File: src/pkg/ir_rx_pkg.sv
// Shared constants for the infrared receiver and decoder
package ir_rx_pkg;
  // Bit timing, in transmitter and receiver oscillator periods
  localparam int TX_OSC_PER_BIT = 128;
  localparam int RX_TX_RATIO = 3;
  localparam int BIT_CYCLES = TX_OSC_PER_BIT * RX_TX_RATIO;
  localparam int CONV_CYCLES = 384;
  localparam int DUTY_STEP = 6;
  localparam int CNT_W = 10;
  localparam int PHASE_W = 9;
  localparam logic [CNT_W-1:0] GAP_LIMIT = CNT_W'(2 * BIT_CYCLES);
  localparam logic [CNT_W-1:0] ACCEPT_CYCLES = CNT_W'(2 * BIT_CYCLES);
  localparam logic [PHASE_W-1:0] CONV_LAST = PHASE_W'(CONV_CYCLES - 1);
  // Manual switch-on needs the pin low for two clocks
  localparam logic [1:0] MANUAL_ON_LAST = 2'h1;
  // Word layout: two start bits then five command bits
  localparam int WORD_BITS = 5;
  localparam logic [2:0] POS_START0 = 3'h0;
  localparam logic [2:0] POS_START1 = 3'h1;
  localparam logic [2:0] POS_DATA = 3'h2;
  localparam logic [2:0] POS_LAST = 3'h6;
  // Analogue registers
  localparam int LVL_W = 6;
  localparam logic [LVL_W-1:0] LVL_MIN = 6'h00;
  localparam logic [LVL_W-1:0] LVL_MAX = 6'h3f;
  localparam logic [LVL_W-1:0] LVL_BASE = 6'h20;
  // Output group values
  localparam logic [3:0] PROG_INIT = 4'h1;
  localparam logic [3:0] OUT_ONES = 4'hf;
  localparam logic [3:0] OUT_ZEROS = 4'h0;
  // Analogue command codes (key index with select bit set)
  localparam logic [3:0] CMD_BASE = 4'h0;
  localparam logic [3:0] CMD_UP3 = 4'h1;
  localparam logic [3:0] CMD_UP2 = 4'h2;
  localparam logic [3:0] CMD_UP1 = 4'h3;
  localparam logic [3:0] CMD_OFF = 4'h4;
  localparam logic [3:0] CMD_DN3 = 4'h5;
  localparam logic [3:0] CMD_DN2 = 4'h6;
  localparam logic [3:0] CMD_DN1 = 4'h7;
  localparam logic [3:0] CMD_MUTE = 4'h8;
endpackage

File: src/hw/pulse_width_dac.sv
// Pulse-width converter for one analogue register
module pulse_width_dac #(
  parameter int LVL_W = 6,
  parameter int PHASE_W = 9
) (
  // Clock and reset
  input wire logic mclk,
  input wire logic rst,
  // Level and shared conversion phase
  input wire logic [LVL_W-1:0] level,
  input wire logic [PHASE_W-1:0] phase,
  // Overrides
  input wire logic force_high,
  input wire logic force_low,
  // Pulsed output
  output logic pulse_out
);
  logic [PHASE_W-1:0] duty;

  // Top level 63 gives 378 of 384 clocks, so the output never sticks high
  assign duty = PHASE_W'(level) * PHASE_W'(ir_rx_pkg::DUTY_STEP); // see RULE_24

  always_ff @(posedge mclk) begin
    if (rst) begin
      pulse_out <= 1'b0;
    end else if (force_high) begin
      pulse_out <= 1'b1; // see RULE_09
    end else if (force_low) begin
      pulse_out <= 1'b0;
    end else begin
      pulse_out <= (phase < duty); // see RULE_08
    end
  end

  property p_force_high;
    @(posedge mclk) disable iff (rst) force_high |=> pulse_out;
  endproperty
  a_force_high: assert property (p_force_high) else $error("forced output not high"); // see RULE_09

  property p_duty_off;
    @(posedge mclk) disable iff (rst)
      (!force_high && !force_low && phase >= duty) |=> !pulse_out;
  endproperty
  a_duty_off: assert property (p_duty_off) else $error("pulse high past duty"); // see RULE_24
endmodule

File: src/hw/ir_remote_receiver_decoder.sv
// Infrared remote receiver: bit decoder, word compare, outputs and analogue controls
// How it works
// RULE_01: Each bit is one when its pulse outlasts the gap before it.
// RULE_02: Data bits shift in only after the two start bits are seen.
// RULE_03: A finished word executes only when equal to the previous stored word.
// RULE_04: Programme commands load the code into the programme output buffer.
// RULE_05: Analogue commands show their code on aux outputs for the accept time.
// RULE_06: Programme code is kept and shown while hold input is low.
// RULE_07: Three 6-bit analogue registers step up or down, limits detected.
// RULE_08: Each register becomes a pulse output repeating every 384 clocks.
// RULE_09: Mute forces the first linear output high.
// RULE_10: All timing runs on the one oscillator clock and its counters.
// RULE_11: Reset gives stand-by, registers at half scale, programme code one.
// RULE_12: Stand-by ends on a programme command or pin low two clocks.
// RULE_13: Outside circuit holds reset for at least 100 us after power settles.
// RULE_14: Supply loss, seen as reset, returns the block to stand-by.
// RULE_15: Select bit zero: programme code equals key index, aux stays ones.
// RULE_16: Select bit one: analogue commands decoded, code shown on aux outputs.
// RULE_17: Mute clears on programme, first register step, base, or toggle.
// RULE_18: Stand-by: outputs zero, first linear one, others zero, pin high.
// RULE_19: ON and idle: aux ones, pin low, programme ones unless held.
// RULE_20: On/off pin is an input until low, then driven low.
// RULE_21: A bit cell is 128 transmitter periods, about 384 receiver clocks.
// RULE_22: Five command bits; bit zero picks programme or analogue command.
// RULE_23: Registers saturate at their limits instead of wrapping.
// RULE_24: Pulse duty is proportional to the register value.
module ir_remote_receiver_decoder (
  // Clock and reset
  input wire logic mclk,
  input wire logic rst,
  // Serial data and hold control
  input wire logic data_in,
  input wire logic hold_input_n,
  // On/off pin
  input wire logic power_on_off_pin_in,
  output logic power_on_off_pin_out,
  output logic power_on_off_pin_oe,
  // Output groups
  output logic [3:0] programme_out,
  output logic [3:0] aux_out,
  // Linear outputs
  output logic linear_out_one,
  output logic linear_out_two,
  output logic linear_out_three,
  // Status
  output logic standby_state,
  output logic mute_state
);
  localparam int CW = ir_rx_pkg::CNT_W;
  localparam int LW = ir_rx_pkg::LVL_W;

  function automatic logic [CW-1:0] sat_inc(input logic [CW-1:0] v);
    sat_inc = (&v) ? v : v + 1'b1;
  endfunction

  function automatic logic is_prog(input logic [4:0] w);
    is_prog = ~w[0]; // see RULE_22
  endfunction

  function automatic logic [3:0] cmd_code(input logic [4:0] w);
    cmd_code = w[4:1];
  endfunction

  logic [1:0] data_sync;
  logic [1:0] pin_sync;
  logic [1:0] hold_sync;
  logic data_prev;
  logic fall;
  logic [CW-1:0] high_cnt;
  logic [CW-1:0] low_cnt;
  logic bit_val;
  logic gap_timeout;
  logic [2:0] bit_position_counter;
  logic [4:0] incoming_shift_reg;
  logic [4:0] word_now;
  logic word_done;
  logic [4:0] compare_buffer_reg;
  logic buf_valid;
  logic match;
  logic exec_start;
  logic [CW-1:0] execute_sequencer_count;
  logic exec_busy;
  logic [4:0] cmd_reg;
  logic standby;
  logic mute;
  logic [3:0] prog_code;
  logic [1:0] pin_low_cnt;
  logic manual_on;
  logic [2:0] analogue_command_decode_up;
  logic [2:0] analogue_command_decode_dn;
  logic [3:0] code_now;
  logic analog_exec;
  logic [LW-1:0] level [3];
  logic [ir_rx_pkg::PHASE_W-1:0] conv_phase;
  logic [2:0] lin_vec;
  logic [2:0] lin_force_high;

  // Pins are asynchronous to mclk
  always_ff @(posedge mclk) begin
    data_sync <= {data_sync[0], data_in};
    pin_sync <= {pin_sync[0], power_on_off_pin_in};
    hold_sync <= {hold_sync[0], hold_input_n};
    data_prev <= data_sync[1];
  end

  assign fall = data_prev & ~data_sync[1];

  // Time ratio detector: tolerant of oscillator spread, unlike fixed-point sampling
  always_ff @(posedge mclk) begin
    if (rst) begin
      high_cnt <= '0;
      low_cnt <= '0;
    end else if (data_sync[1]) begin
      high_cnt <= data_prev ? sat_inc(high_cnt) : CW'(1);
    end else begin
      low_cnt <= fall ? CW'(1) : sat_inc(low_cnt);
    end
  end

  assign bit_val = high_cnt > low_cnt; // see RULE_01
  assign gap_timeout = !data_sync[1] && low_cnt == ir_rx_pkg::GAP_LIMIT; // see RULE_21

  always_ff @(posedge mclk) begin
    if (rst || gap_timeout) begin
      bit_position_counter <= ir_rx_pkg::POS_START0;
    end else if (fall) begin
      if (bit_position_counter == ir_rx_pkg::POS_START0) begin
        bit_position_counter <= bit_val ? ir_rx_pkg::POS_START0 : ir_rx_pkg::POS_START1;
      end else if (bit_position_counter == ir_rx_pkg::POS_START1) begin
        bit_position_counter <= bit_val ? ir_rx_pkg::POS_DATA : ir_rx_pkg::POS_START1;
      end else if (bit_position_counter == ir_rx_pkg::POS_LAST) begin
        bit_position_counter <= ir_rx_pkg::POS_START0;
      end else begin
        bit_position_counter <= bit_position_counter + 3'h1; // see RULE_10
      end
    end
  end

  always_ff @(posedge mclk) begin
    if (rst) begin
      incoming_shift_reg <= '0;
    end else if (fall && bit_position_counter >= ir_rx_pkg::POS_DATA) begin
      incoming_shift_reg <= {bit_val, incoming_shift_reg[4:1]}; // see RULE_02
    end
  end

  assign word_done = fall && bit_position_counter == ir_rx_pkg::POS_LAST;
  assign word_now = {bit_val, incoming_shift_reg[4:1]};
  assign match = buf_valid && word_now == compare_buffer_reg;
  assign exec_start = word_done && match && !exec_busy; // see RULE_03

  always_ff @(posedge mclk) begin
    if (rst) begin
      compare_buffer_reg <= '0;
      buf_valid <= 1'b0;
    end else if (word_done) begin
      compare_buffer_reg <= word_now;
      buf_valid <= 1'b1;
    end
  end

  // Accept time sequencer
  always_ff @(posedge mclk) begin
    if (rst) begin
      execute_sequencer_count <= '0;
      cmd_reg <= '0;
    end else if (exec_start) begin
      execute_sequencer_count <= ir_rx_pkg::ACCEPT_CYCLES; // see RULE_05
      cmd_reg <= word_now;
    end else if (exec_busy) begin
      execute_sequencer_count <= execute_sequencer_count - 1'b1;
    end
  end

  assign exec_busy = execute_sequencer_count != '0;
  assign code_now = cmd_code(word_now);
  assign analog_exec = exec_start && !is_prog(word_now) && !standby; // see RULE_16

  always_comb begin
    analogue_command_decode_up = {code_now == ir_rx_pkg::CMD_UP3,
                                  code_now == ir_rx_pkg::CMD_UP2,
                                  code_now == ir_rx_pkg::CMD_UP1};
    analogue_command_decode_dn = {code_now == ir_rx_pkg::CMD_DN3,
                                  code_now == ir_rx_pkg::CMD_DN2,
                                  code_now == ir_rx_pkg::CMD_DN1};
  end

  // Manual switch-on through the pin
  always_ff @(posedge mclk) begin
    if (rst || pin_sync[1]) begin
      pin_low_cnt <= 2'h0;
    end else if (pin_low_cnt != 2'h3) begin
      pin_low_cnt <= pin_low_cnt + 2'h1;
    end
  end

  assign manual_on = !pin_sync[1] && pin_low_cnt == ir_rx_pkg::MANUAL_ON_LAST; // see RULE_12

  // Reset stands for power-up and supply loss alike
  always_ff @(posedge mclk) begin
    if (rst) begin
      standby <= 1'b1; // see RULE_11, see RULE_14
    end else if (exec_start && is_prog(word_now)) begin
      standby <= 1'b0; // see RULE_12
    end else if (analog_exec && code_now == ir_rx_pkg::CMD_OFF) begin
      standby <= 1'b1; // see RULE_18
    end else if (manual_on) begin
      standby <= 1'b0; // see RULE_20
    end
  end

  always_ff @(posedge mclk) begin
    if (rst) begin
      mute <= 1'b0;
    end else if (exec_start && is_prog(word_now)) begin
      mute <= 1'b0; // see RULE_17
    end else if (analog_exec) begin
      if (code_now == ir_rx_pkg::CMD_MUTE) begin
        mute <= ~mute;
      end else if (code_now == ir_rx_pkg::CMD_BASE || analogue_command_decode_up[0] ||
                   analogue_command_decode_dn[0]) begin
        mute <= 1'b0; // see RULE_17
      end
    end
  end

  always_ff @(posedge mclk) begin
    if (rst) begin
      prog_code <= ir_rx_pkg::PROG_INIT; // see RULE_11
    end else if (exec_start && is_prog(word_now)) begin
      prog_code <= code_now; // see RULE_04, see RULE_15
    end
  end

  // Analogue registers, index 0 is the first
  for (genvar i = 0; i < 3; i++) begin : g_lin
    always_ff @(posedge mclk) begin
      if (rst) begin
        level[i] <= ir_rx_pkg::LVL_BASE; // see RULE_11
      end else if (analog_exec) begin
        if (code_now == ir_rx_pkg::CMD_BASE) begin
          level[i] <= ir_rx_pkg::LVL_BASE;
        end else if (analogue_command_decode_up[i] && level[i] != ir_rx_pkg::LVL_MAX) begin
          level[i] <= level[i] + 1'b1; // see RULE_07, see RULE_23
        end else if (analogue_command_decode_dn[i] && level[i] != ir_rx_pkg::LVL_MIN) begin
          level[i] <= level[i] - 1'b1; // see RULE_07, see RULE_23
        end
      end
    end

    pulse_width_dac #(.LVL_W(LW), .PHASE_W(ir_rx_pkg::PHASE_W)) u_dac (
      .mclk(mclk),
      .rst(rst),
      .level(level[i]),
      .phase(conv_phase),
      .force_high(lin_force_high[i]),
      .force_low(standby),
      .pulse_out(lin_vec[i])
    );
  end

  assign lin_force_high = {1'b0, 1'b0, standby | mute}; // see RULE_09, see RULE_18

  always_ff @(posedge mclk) begin
    if (rst || conv_phase == ir_rx_pkg::CONV_LAST) begin
      conv_phase <= '0; // see RULE_08
    end else begin
      conv_phase <= conv_phase + 1'b1;
    end
  end

  assign linear_out_one = lin_vec[0];
  assign linear_out_two = lin_vec[1];
  assign linear_out_three = lin_vec[2];

  // Output groups
  always_ff @(posedge mclk) begin
    if (rst || standby) begin
      programme_out <= ir_rx_pkg::OUT_ZEROS; // see RULE_18
      aux_out <= ir_rx_pkg::OUT_ZEROS;
      power_on_off_pin_out <= 1'b1;
      power_on_off_pin_oe <= 1'b0;
    end else begin
      power_on_off_pin_out <= 1'b0; // see RULE_20
      power_on_off_pin_oe <= 1'b1;
      aux_out <= (exec_busy && !is_prog(cmd_reg)) ? cmd_code(cmd_reg)
                                                    : ir_rx_pkg::OUT_ONES; // see RULE_05, see RULE_19
      if ((exec_busy && is_prog(cmd_reg)) || !hold_sync[1]) begin
        programme_out <= prog_code; // see RULE_04, see RULE_06
      end else begin
        programme_out <= ir_rx_pkg::OUT_ONES; // see RULE_19
      end
    end
  end

  always_ff @(posedge mclk) begin
    if (rst) begin
      standby_state <= 1'b1;
      mute_state <= 1'b0;
    end else begin
      standby_state <= standby;
      mute_state <= mute;
    end
  end

  property p_standby_out;
    @(posedge mclk) disable iff (rst) standby && $past(standby) |->
      programme_out == ir_rx_pkg::OUT_ZEROS && aux_out == ir_rx_pkg::OUT_ZEROS && !power_on_off_pin_oe;
  endproperty
  a_standby_out: assert property (p_standby_out) else $error("stand-by outputs wrong"); // see RULE_18

  property p_mute_lin;
    @(posedge mclk) disable iff (rst) mute ##1 mute |=> linear_out_one;
  endproperty
  a_mute_lin: assert property (p_mute_lin) else $error("mute did not force output high"); // see RULE_09

  property p_sat_up;
    @(posedge mclk) disable iff (rst)
      analog_exec && analogue_command_decode_up[0] && level[0] == ir_rx_pkg::LVL_MAX
      |=> level[0] == ir_rx_pkg::LVL_MAX;
  endproperty
  a_sat_up: assert property (p_sat_up) else $error("register wrapped at maximum"); // see RULE_23

  property p_sat_dn;
    @(posedge mclk) disable iff (rst)
      analog_exec && analogue_command_decode_dn[2] && level[2] == ir_rx_pkg::LVL_MIN
      |=> level[2] == ir_rx_pkg::LVL_MIN;
  endproperty
  a_sat_dn: assert property (p_sat_dn) else $error("register wrapped at minimum"); // see RULE_23

  property p_step_dn;
    @(posedge mclk) disable iff (rst)
      analog_exec && analogue_command_decode_dn[1] && level[1] != ir_rx_pkg::LVL_MIN
      |=> level[1] == $past(level[1]) - 1'b1;
  endproperty
  a_step_dn: assert property (p_step_dn) else $error("register did not step down"); // see RULE_07

  property p_manual_on;
    // A fresh low after a high; the pin stays low for a while after an OFF command
    @(posedge mclk) disable iff (rst)
      standby && pin_sync[1] ##1 !pin_sync[1] ##1 !pin_sync[1] |=> !standby;
  endproperty
  a_manual_on: assert property (p_manual_on) else $error("manual on ignored"); // see RULE_12

  property p_reset_state;
    @(posedge mclk) rst |=> standby && level[2] == ir_rx_pkg::LVL_BASE &&
      prog_code == ir_rx_pkg::PROG_INIT && !mute;
  endproperty
  a_reset_state: assert property (p_reset_state) else $error("reset state wrong"); // see RULE_11

  property p_idle_aux;
    @(posedge mclk) disable iff (rst) !standby && !exec_busy |=>
      aux_out == ir_rx_pkg::OUT_ONES && power_on_off_pin_oe && !power_on_off_pin_out;
  endproperty
  a_idle_aux: assert property (p_idle_aux) else $error("idle outputs wrong"); // see RULE_19

  property p_prog_hold;
    @(posedge mclk) disable iff (rst) !standby && !hold_sync[1] |=> programme_out == $past(prog_code);
  endproperty
  a_prog_hold: assert property (p_prog_hold) else $error("held code not shown"); // see RULE_06

  property p_no_exec;
    @(posedge mclk) disable iff (rst) word_done && !match && !exec_busy |=> !exec_busy;
  endproperty
  a_no_exec: assert property (p_no_exec) else $error("executed unmatched word"); // see RULE_03

  property p_conv_wrap;
    @(posedge mclk) disable iff (rst) conv_phase == ir_rx_pkg::CONV_LAST |=> conv_phase == '0;
  endproperty
  a_conv_wrap: assert property (p_conv_wrap) else $error("conversion period wrong"); // see RULE_08

  c_prog_exec: cover property (@(posedge mclk) disable iff (rst) exec_start && is_prog(word_now));
  c_analog_exec: cover property (@(posedge mclk) disable iff (rst) analog_exec);
  c_manual_on: cover property (@(posedge mclk) disable iff (rst) standby && manual_on);
  c_mute: cover property (@(posedge mclk) disable iff (rst) $rose(mute));
endmodule

File: config.mk
export PLATFORM = sky130hd
export DESIGN_NAME = ir_remote_receiver_decoder
export DESIGN_NICKNAME = d
export VERILOG_FILES = /design/src/pkg/ir_rx_pkg.sv /design/src/hw/pulse_width_dac.sv /design/src/hw/ir_remote_receiver_decoder.sv
export SDC_FILE = /design/constraint.sdc
export NUM_CORES = 1
export LEC_CHECK = 0
export BUFFER_PORTS_ARGS = -buffer_cell sky130_fd_sc_hd__buf_2
export CORE_MARGIN = 2
export CORE_UTILIZATION = 45
export CTS_CLUSTER_SIZE = 28
export DETAILED_ROUTE_END_ITERATION = 10
export GPL_TIMING_DRIVEN = 1
export PLACE_DENSITY = 0.7
export SETUP_SLACK_MARGIN = 0.2
export SYNTH_ARGS = -nofsm -noshare
export SYNTH_HDL_FRONTEND = slang
export SYNTH_SLANG_ARGS = --single-unit
File: constraint.sdc
create_clock -name mclk -period 4.6 [get_ports mclk]
set_input_delay 0.92 -clock mclk [delete_from_list [all_inputs] [get_ports mclk]]
set_output_delay 0.92 -clock mclk [all_outputs]
set_load 0.005 [all_outputs]
==> run_results.csv, run 1 <==
group,metric,value,unit
routing,post_drt_wl_per_cell,14.66,um
setup_path,minimum_setup_slack_among_reg_to_reg_paths,1.42,ns
clock_network,clock_latency,0.35,ns
cells_and_area,max_flop_register,"level",
timing,finalHoldViolations,0,
clock_network,post_cts.resized_instances,0,
cells_and_area,layout-drive-gt1-share,7.219,%
grt,grt_pass1_wl,23630,um
timing,period_share,69.16,%
logic_synthesis,netlist_instances,730,
floorplan,pin_count,20,
logic_synthesis,ys_top_cells_by_area,"dfxtp_1 (26%), ha_1 (16%), edfxtp_1 (8.2%)",
logic_synthesis,number_of_enable_flip_flop_cells_after_synthesis,18,
clock_network,clock_tree.htree_level_count,3,
timing,finalCriticalPeriod,3.181,ns
grt,grt_antenna_before_repair,0,
logic_synthesis,post_synth_xor_area_fraction,5.586,%
logic_synthesis,yosys_register_bits,105,
clock_network,clk_pin_slew,0.07,ns
setup_path,worst-setup-path-type,"reg -> reg",
setup_path,setup.worst_path.end_class,"register",
logic_synthesis,netlist.top_cell.by_area,"dfxtp_1",
cells_and_area,finalNetCount,834,
clock_network,cts-root-to-sink-buffers,2,
logic_synthesis,yosys_warnings,0,
clock_network,post_cts_hold_buffer_count,0,
cells_and_area,postLayoutCellArea,0.007121,mm2
setup_path,timing.critical_path.arrival,3.18,ns
timing,final-max-slew-violation-count,0,
routing,detailed_routing_iterations_pass_1,5,
logic_synthesis,synth.cell_area,0.006585,mm2
floorplan,row_count,44,
logic_synthesis,synth_sequential_area_ratio,34.66,%
routing,drt_first_iter_violations,348,
setup_path,critPathRequiredTime,4.60,ns
timing,fin_tns_setup,0,ns
run_status,outcome,"completed",
logic_synthesis,synth-compound-area-share,16.63,%
placement,place.port_buffers,19,
logic_synthesis,synth_top_family_by_area,"simple AND/OR/NAND/NOR gates",
timing,unrepaired_setup_endpoints_after_global_routing,"no",
routing,remaining_drc_errors,0,
floorplan,fp.dieArea,0.01562,mm2
logic_synthesis,yosys.area.top_type_share,26.45,%
power_and_ir_drop,power.ir.vdd_worst,0.2032,mV
power_and_ir_drop,power.leakage,0.002916,uW
min_path,min-delay-path-class,"reg -> reg",
logic_synthesis,synth_simple_gate_area_share,19.32,%
run,drv.max_cap_violation_count,0,
logic_synthesis,synth_cell_types,68,
timing,finClkSkew,0.008131,ns
power_and_ir_drop,power_per_cell_area,313.5,mW/mm2
placement,finalWeightedCongestion,0.8304,
cells_and_area,largest_reg_flops,18,
logic_synthesis,synth_top_flop_cell,"dfxtp_1",
logic_synthesis,synth.net_count,821,
timing,max-slew-margin-rel,35.05,%
setup_path,crit_path_start_kind,"register",
grt,globalRoute.totalOverflow,0,
grt,grt_use_total,18.30,%
setup_path,timing.critical_path.cells,"inv_1 -> ha_1 -> nand4_1 -> a211oi_1 -> a2111o_1 -> nand2_1 -> a41oi_1 -> nand3_1",
timing,tightestPinTransition,0.9719,ns
floorplan,initial_core_util,45.65,%
floorplan,coreArea,0.01442,mm2
placement,dp_hpwl,10060,um
floorplan,fp.dieH,125.0,um
placement,cell_area_after_placement,0.006833,mm2
logic_synthesis,async_reset_ff_share,0,%
routing,dr_total_vias,5175,
logic_synthesis,fraction_of_the_mapped_netlist_area_in_adder_cells,16.68,%
floorplan,die_width,125.0,um
routing,drt_wl_total,13660,um
logic_synthesis,synthMuxAreaShare,2.584,%
setup_path,slowest_stage_delay_cp,0.56,ns
routing,final_antenna_net_count,0,
setup_path,crit_path_top_delay_cell,"a41oi_1",
grt,grt_pass1_vias,4807,
clock_network,tritoncts,"built",
routing,avgViaCountPerCell,5.553,
clock_network,post_cts_buffers,0,
clock_network,clock-sinks,105,
cells_and_area,antenna-diode-count,0,
cells_and_area,areaGrowthSynthToFinish,8.132,%
clock_network,clk_root_buffer_cell,"clkbuf_16",
grt,largest_net_degree_at_the_start_of_global_routing,41,
cells_and_area,final_core_utilization,49.37,%
cells_and_area,fill_cells,1396,
logic_synthesis,synth.avg_cell_area,9.021,um2
timing,fmax,314.4,MHz
clock_network,cts_inserted_buffers,9,
timing,setup_viol,0,
setup_path,cp_max_fo,14,
## cells in the mapped netlist, types with 18 or more instances
cell type	count
a21oi_1	41
dfxtp_1	87
edfxtp_1	18
ha_1	83
inv_1	55
nand2_1	47
nand3_1	35
nand4_1	18
nor2_1	74
nor3_1	24
o21ai_0	20
xnor2_1	26
## worst paths after layout
kind	endpoint	start	depth (start not counted)
min	data_sync[1]	data_sync[0]	0
max	level[2][1]	low_cnt[4]	8
min reg2reg	data_sync[1]	data_sync[0]	0
max reg2reg	level[2][1]	low_cnt[4]	8
## report_power, final
part           leakage (uW)  switching [uW]  total (uW)  internal [uW]
Clock              0.000144             354         756            403
Combinational       0.00188             245         429            183
Sequential         0.000888            61.5        1050            986
Total               0.00292             660        2230           1570
## final cells by class
class	instances	area [um2]	area share, %
repair buffers	21	110.1	1.546
inverters	55	206.4	2.899
well taps	184	230.2	3.233
clock buffers	12	256.5	3.602
flip-flops and latches	105	2282	32.05
clock inverters	4	31.28	0.4393
multi-input cells	551	4004	56.23
## stage by stage
| step | hold WS (ns) | instances | setup slack [ns] | total power, uW |
|---|---|---|---|---|
| 5_1_grt | 0.3409 | 932 | 1.149 | 2366 |
| 4_1_cts | 0.3244 | 932 | 1.434 | 2257 |
| 6_report | 0.3226 | 932 | 1.419 | 2232 |
| 3_5_place_dp | 0.3150 | 916 | 1.163 | 1498 |
| 3_3_place_gp | 0.3110 | 916 | 1.146 | 1491 |
| 2_1_floorplan | 0.3096 | 730 | 1.830 | 1416 |
## cell usage in the layout, fill, tap and decap left out, types with 3 or more instances in the layout
cell and n:
a2111o_2 3, a2111oi_0 3, a211o_1 3, a211oi_1 9, a21boi_0 4, a21o_1 10
a21oi_1 41, a2bb2oi_1 6, a31oi_1 11, a41oi_1 4, and3_1 9, buf_2 19
clkbuf_16 9, dfxtp_1 87, edfxtp_1 18, fa_1 3, ha_1 83, inv_1 55
inv_6 3, mux2i_1 17, nand2_1 47, nand2b_1 10, nand3_1 35, nand3b_1 3
nand4_1 18, nor2_1 74, nor3_1 24, nor4_1 4, o21a_1 5, o21ai_0 20
o21ai_1 7, o21bai_1 9, or3_1 6, xnor2_1 26, xor2_1 16
## metal layers
| metal | wire length [um] | global-route usage (%) | vias to the layer above |
|---|---|---|---|
| met2 | 6229 | 28.87 | 107 |
| met1 | 6716 | 26.04 | 2416 |
| met3 | 584 | 4.151 | 11 |
| met4 | 133 | 3.399 | 0 |
| met5 | 0 | 0 | - |
| li1 | - | - | 2641 |
## critical path, delay by kind of cell, from the launching register on
| family | cells | cell delay (ns) |
|---|---|---|
| flip-flops | 1 | 0.38 |
| buffers and inverters | 1 | 0.08 |
| AO/OA/AOI/OAI | 3 | 1.37 |
| AND/OR/NAND/NOR | 3 | 0.70 |
| adder cells (fa/ha/maj) | 1 | 0.30 |
## logic make-up (layout without fill, tap and decap cells)
group,Yosys count,after routing
AND/OR/NAND/NOR,249,249
XOR/XNOR,42,42
adder cells (fa/ha/maj),86,86
flip-flops,105,105
multiplexers,17,17
AO/OA/AOI/OAI,157,157
buffers and inverters,74,92
(Power assumes the default switching activity.)
==> inputs of run 2 (changes only) <==
Settings changed: ABC_AREA from default to 1.
Clock period 4.6 ns to 2.95 ns, I/O delays scaled along.
==> run_results.csv, run 2 <==
group,metric,value,unit
logic_synthesis,yosys_register_bits,105,
setup_path,critPathMostFrequentCell,"nand3_1",
timing,period_share,87.50,%
cells_and_area,postLayoutCellArea,0.007104,mm2
placement,finalWeightedCongestion,0.9034,
routing,dr_total_vias,5052,
setup_path,critical-path-top-delay-family,"simple AND/OR/NAND/NOR gates",
power_and_ir_drop,power.ir.vdd_worst,0.3334,mV
setup_path,critical_path_cell_count,12,
logic_synthesis,yosys_warnings,0,
clock_network,clock_tree.htree_level_count,3,
cells_and_area,multiInputGateArea,0.003649,mm2
grt,grt_use_total,18.22,%
logic_synthesis,synth.net_count,880,
setup_path,worst-setup-path-type,"reg -> reg",
cells_and_area,antenna-diode-count,0,
grt,largest_net_degree_at_the_start_of_global_routing,27,
setup_path,slowest_stage_delay_cp,0.39,ns
setup_path,crit_path_start_kind,"register",
routing,final_antenna_net_count,0,
logic_synthesis,synth.avg_cell_area,8.088,um2
timing,post_route_hold_slack,0.3279,ns
cells_and_area,max_flop_register,"level",
logic_synthesis,ys_top_cells_by_area,"dfxtp_1 (27%), ha_1 (16%), edfxtp_1 (8.5%)",
timing,unrepaired_setup_endpoints_after_global_routing,"no",
setup_path,timing.reg2reg.worst_path_depth,12,
cells_and_area,commonest_cells_after_routing_fill_and_taps_aside,"inv_1 (112), nand2_1 (111), dfxtp_1 (87)",
clock_network,cts_inserted_buffers,9,
timing,setup_viol,0,
cells_and_area,areaGrowthSynthToFinish,11.33,%
logic_synthesis,yosys.area.top_type_share,27.29,%
placement,dp_hpwl,10010,um
logic_synthesis,number_of_enable_flip_flop_cells_after_synthesis,18,
timing,finClkSkew,0.01220,ns
clock_network,clock_latency,0.35,ns
grt,globalRoute.totalOverflow,0,
timing,max-slew-margin-rel,42.63,%
timing,fin_tns_setup,0,ns
run,drv.max_cap_violation_count,0,
clock_network,tritoncts,"built",
cells_and_area,finalNetCount,916,
cells_and_area,ff_latch_area,0.002282,mm2
setup_path,setup.worst_path.end_class,"register",
setup_path,worstPathBufferInverterCount,1,
timing,final-max-slew-violation-count,0,
routing,avgViaCountPerCell,5.002,
setup_path,timing.critical_path.cells,"inv_1 -> ha_1 -> nand2_1 -> nor2_2 -> nand3_1 -> nand3_1 -> nand2_2 -> nand2_1 -> nand3_1 -> nor2_4 -> nand4_2 -> nand3_2",
timing,fmax,387.4,MHz
logic_synthesis,synth_cell_types,47,
cells_and_area,largest_reg_flops,18,
timing,finalCriticalPeriod,2.581,ns
routing,drt_wl_total,13000,um
power_and_ir_drop,power_per_cell_area,486.3,mW/mm2
grt,grt_pass1_vias,4579,
min_path,min-delay-path-class,"reg -> reg",
logic_synthesis,synth_sequential_area_ratio,35.76,%
clock_network,clk_root_buffer_cell,"clkbuf_16",
floorplan,die_width,123.1,um
logic_synthesis,synth.cell_area,0.006381,mm2
grt,grt_pass1_wl,21870,um
floorplan,fp.dieArea,0.01515,mm2
min_path,hold_path_depth,0,
timing,tightestPinTransition,0.8539,ns
logic_synthesis,async_reset_ff_share,0,%
floorplan,coreArea,0.01388,mm2
routing,remaining_drc_errors,0,
timing,finalHoldViolations,0,
clock_network,clock-sinks,105,
logic_synthesis,netlist.top_cell.by_area,"dfxtp_1",
floorplan,initial_core_util,45.97,%
setup_path,crit_path_top_delay_cell,"dfxtp_1",
floorplan,fp.dieH,123.1,um
run_status,outcome,"completed",
routing,drt_first_iter_violations,312,
clock_network,post_cts_hold_buffer_count,0,
logic_synthesis,synth_top_flop_cell,"dfxtp_1",
cells_and_area,layout-drive-gt1-share,8.795,%
placement,cell_area_after_placement,0.006763,mm2
power_and_ir_drop,power.leakage,0.003202,uW
placement,place.port_buffers,19,
floorplan,row_count,43,
logic_synthesis,netlist_instances,789,
floorplan,pin_count,20,
logic_synthesis,synthTopCellsByCount,"inv_1 (112), nand2_1 (112), dfxtp_1 (87)",
grt,grt_antenna_before_repair,0,
setup_path,timing.critical_path.arrival,2.63,ns
routing,post_drt_wl_per_cell,12.87,um
setup_path,critPathRequiredTime,3.00,ns
cells_and_area,fill_cells,1304,
setup_path,cp_max_fo,8,
clock_network,cts-root-to-sink-buffers,2,
routing,detailed_routing_iterations_pass_1,4,
cells_and_area,layout.cells.most_common,"inv_1",
clock_network,clk_pin_slew,0.07,ns
## run 2: changes by cell type in the layout (fill, tap and decap cells not counted), moves of 10 or more
| cell | previous run | this run |
|---|---|---|
| o21ai_0 | 20 | 35 |
| nand2_1 | 47 | 111 |
| xnor2_1 | 26 | 16 |
| inv_1 | 55 | 112 |
| xor2_1 | 16 | 33 |
| mux2i_1 | 17 | 2 |
| nor2_1 | 74 | 63 |
| nand2b_1 | 10 | 0 |
| buf_4 | 2 | 14 |
| a21oi_1 | 41 | 64 |
## run 2: worst paths after layout
| check | from | to | slack [ns] |
|---|---|---|---|
| setup / recovery | low_cnt[9] | level[0][0] | 0.37 |
| hold / removal | data_sync[0] | data_sync[1] | 0.33 |
| setup reg to reg | low_cnt[9] | level[0][0] | 0.37 |
| hold reg to reg | data_sync[0] | data_sync[1] | 0.33 |
## run 2: repair_timing
| action | 4_1_cts | 5_1_grt |
|---|---|---|
| resized for setup | 0 | 7 |
| setup buffers | 0 | 1 |
| endpoints found under the setup margin | 0 | 18 |
## run 2: through the flow
step	util (%)	power [uW]	setup WS, ns	std cells
5_1_grt	51.18	3658	0.1975	1010
3_3_place_gp	48.72	2283	0.2769	993
6_report	51.18	3455	0.3687	1010
3_5_place_dp	48.72	2295	0.1951	993
2_1_floorplan	-	2143	0.6034	789
4_1_cts	50.80	3476	0.2017	1009
## run 2: layout make-up
type                    instances  area share [%]
well taps                     180           3.170
inverters                     117           6.182
clock buffers                  10           3.223
flip-flops and latches        105           32.12
clock inverters                 6          0.8454
multi-input cells             558           51.36
repair buffers                 34           3.100
## run 2: worst reg2reg max path: cells and delay by family (launching register included)
kind / cells / cell delay, ns
adders and majority gates: 1 / 0.29
buffers and inverters: 1 / 0.07
DFF: 1 / 0.39
and+or+nand+nor: 10 / 1.55
## run 2: kinds of logic (layout without fill, tap and decap cells)
group	Yosys count	count (layout)	synth area share, %
multiplexers	2	2	0.3137
buffers and inverters	126	167	7.568
AO/OA/AOI/OAI	134	134	11.67
XOR/XNOR	49	49	6.725
adder cells (fa/ha/maj)	86	86	17.22
AND/OR/NAND/NOR	287	287	20.75
flip-flops	105	105	35.76
## run 2: report_power, final
part	leakage, uW	internal [uW]	switching [uW]
clock network	0.000138	654	531
logic	0.00218	252	402
registers	0.000884	1540	76.8
## run 2: per-layer routing
layer	share of wire [%]	global-route usage, %	up-vias	wire length [um]
met5	0	0	-	0
met4	1.3	5.327	0	170
met3	3.9	3.137	11	510
met2	43	28.21	88	5580
met1	52	26.07	2259	6737
li1	-	-	2694	-
==> inputs of run 3 (changes only) <==
Settings changed: REMOVE_ABC_BUFFERS from default to 1.
==> run_results.csv, run 3 (synthesis results as in run 2) <==
group,metric,value,unit
timing,finClkSkew,0.007537,ns
grt,grt_use_total,18.76,%
placement,dp_hpwl,10140,um
run,drv.max_cap_violation_count,0,
routing,drt_wl_total,13190,um
floorplan,fp.dieH,123.1,um
min_path,timing.hold.worst.start,"data_sync[0]",
timing,setup_slack,0.4285,ns
routing,dr_total_vias,5162,
timing,post_route_hold_slack,0.3293,ns
min_path,min_delay_worst_endpoint,"data_sync[1]",
timing,final-max-slew-violation-count,0,
cells_and_area,postLayoutCellArea,0.007128,mm2
timing,finalCriticalPeriod,2.521,ns
timing,tightestPinTransition,0.8290,ns
clock_network,clk_pin_slew,0.07,ns
timing,period_share,85.47,%
setup_path,crit_path_start_kind,"register",
placement,place.port_buffers,19,
grt,globalRoute.totalOverflow,0,
routing,final_antenna_net_count,0,
timing,finalHoldViolations,0,
cells_and_area,max_flop_register,"level",
setup_path,setup.worst_path.end_class,"register",
clock_network,clock_tree.htree_level_count,3,
floorplan,row_count,43,
power_and_ir_drop,power.leakage,0.003226,uW
floorplan,coreArea,0.01388,mm2
timing,fmax,396.6,MHz
cells_and_area,areaGrowthSynthToFinish,11.71,%
grt,grt_pass1_vias,4935,
placement,place_ws,0.2394,ns
clock_network,clock-sinks,105,
setup_path,cp_max_fo,6,
min_path,hold_path_depth,0,
setup_path,timing.critical_path.cells,"inv_1 -> ha_1 -> a21oi_1 -> nand2_1 -> a21o_1 -> a21oi_1 -> xor2_1 -> ha_1 -> nand2_1 -> o21ai_0 -> nor3_1",
setup_path,timing.critical_path.arrival,2.78,ns
placement,cell_area_after_placement,0.006763,mm2
cells_and_area,largest_reg_flops,18,
timing,fin_tns_setup,0,ns
setup_path,reg2reg_from,"level[1][2]",
setup_path,worstPathBufferInverterCount,1,
timing,max-slew-margin-rel,44.31,%
routing,remaining_drc_errors,0,
placement,finalWeightedCongestion,0.8378,
cells_and_area,layout-drive-gt1-share,9.146,%
floorplan,initial_core_util,45.97,%
grt,grt_pass1_wl,22450,um
setup_path,crit_path_top_delay_cell,"edfxtp_1",
setup_path,worst-setup-path-type,"reg -> reg",
power_and_ir_drop,power.ir.vdd_worst,0.2870,mV
grt,grt_antenna_before_repair,0,
floorplan,die_width,123.1,um
clock_network,post_cts_hold_buffer_count,0,
setup_path,critPathRequiredTime,3.21,ns
floorplan,fp.dieArea,0.01515,mm2
clock_network,cts_inserted_buffers,9,
cells_and_area,antenna-diode-count,0,
power_and_ir_drop,power_per_cell_area,494.5,mW/mm2
routing,avgViaCountPerCell,5.106,
routing,drt_first_iter_violations,254,
cells_and_area,layout.cells.most_common,"inv_1",
cells_and_area,finalNetCount,917,
min_path,min-delay-path-class,"reg -> reg",
clock_network,clk_root_buffer_cell,"clkbuf_16",
setup_path,minimum_setup_slack_among_reg_to_reg_paths,0.43,ns
timing,setup_viol,0,
grt,largest_net_degree_at_the_start_of_global_routing,28,
clock_network,clock_latency,0.35,ns
timing,unrepaired_setup_endpoints_after_global_routing,"no",
cells_and_area,commonest_cells_after_routing_fill_and_taps_aside,"inv_1 (112), nand2_1 (110), dfxtp_1 (86)",
setup_path,slowest_stage_delay_cp,0.53,ns
clock_network,tritoncts,"built",
routing,post_drt_wl_per_cell,13.05,um
setup_path,critical-path-top-delay-family,"adder cells",
setup_path,worstReg2RegEnd,"g_lin[1].u_dac.pulse_out",
clock_network,cts-root-to-sink-buffers,2,
floorplan,pin_count,20,
routing,detailed_routing_iterations_pass_1,4,
setup_path,timing.reg2reg.worst_path_depth,11,
run_status,outcome,"completed",
cells_and_area,fill_cells,1351,
[run 3: cell types whose count changed in the layout (fill, tap and decap cells not counted), sizes merged]
cell	delta
inv	+4
clkinv	-2
clkinvlp	-2
buf	+1
[run 3: final cells by class]
cell class,count,area [um2],area share (%)
Multi-Input combinational cell,558,3641,51.08
Clock buffer,10,239.0,3.353
Sequential cell,105,2283,32.03
Tap cell,180,225.2,3.160
Timing Repair Buffer,35,227.7,3.195
Clock inverter,6,72.57,1.018
Inverter,117,439.2,6.161
[run 3: per-stage QoR]
step | total power [uW] | std cells | utilization (%)
floorplan | 2139 | 780 | -
global placement | 2280 | 993 | 48.72
detailed placement | 2291 | 993 | 48.72
CTS | 3558 | 1009 | 50.96
global route | 3734 | 1011 | 51.35
finish | 3525 | 1011 | 51.35
[run 3: timing repair]
action	CTS	global route
endpoints found under the setup margin	0	27
gates resized for setup	0	7
setup buffers	0	2
[run 3: how the worst max path moves through the flow]
stage / start / to / slack, ns / cells after the start
2_1_floorplan: low_cnt[7] / level[2][0] / 0.43 / 14
3_3_place_gp: low_cnt[9] / level[1][3] / 0.32 / 12
3_5_place_dp: low_cnt[9] / level[0][2] / 0.24 / 12
4_1_cts: low_cnt[9] / level[2][3] / 0.24 / 14
5_1_grt: low_cnt[5] / level[2][2] / 0.21 / 15
6_report: level[1][2] / g_lin[1].u_dac.pulse_out / 0.43 / 11
[run 3: metal layers]
| layer | global-route usage (%) | routed length, um |
|---|---|---|
| met1 | 23.52 | 6235 |
| met2 | 31.87 | 6306 |
| met3 | 4.613 | 435 |
| met4 | 5.682 | 212 |
| met5 | 0 | 0 |
[run 3: where the power goes]
part / switching, uW / internal (uW) / total [uW] / leakage [uW]
Sequential: 75.8 / 1540 / 1610 / 0.000885
Clock: 567 / 696 / 1260 / 0.000157
Combinational: 396 / 252 / 648 / 0.00218
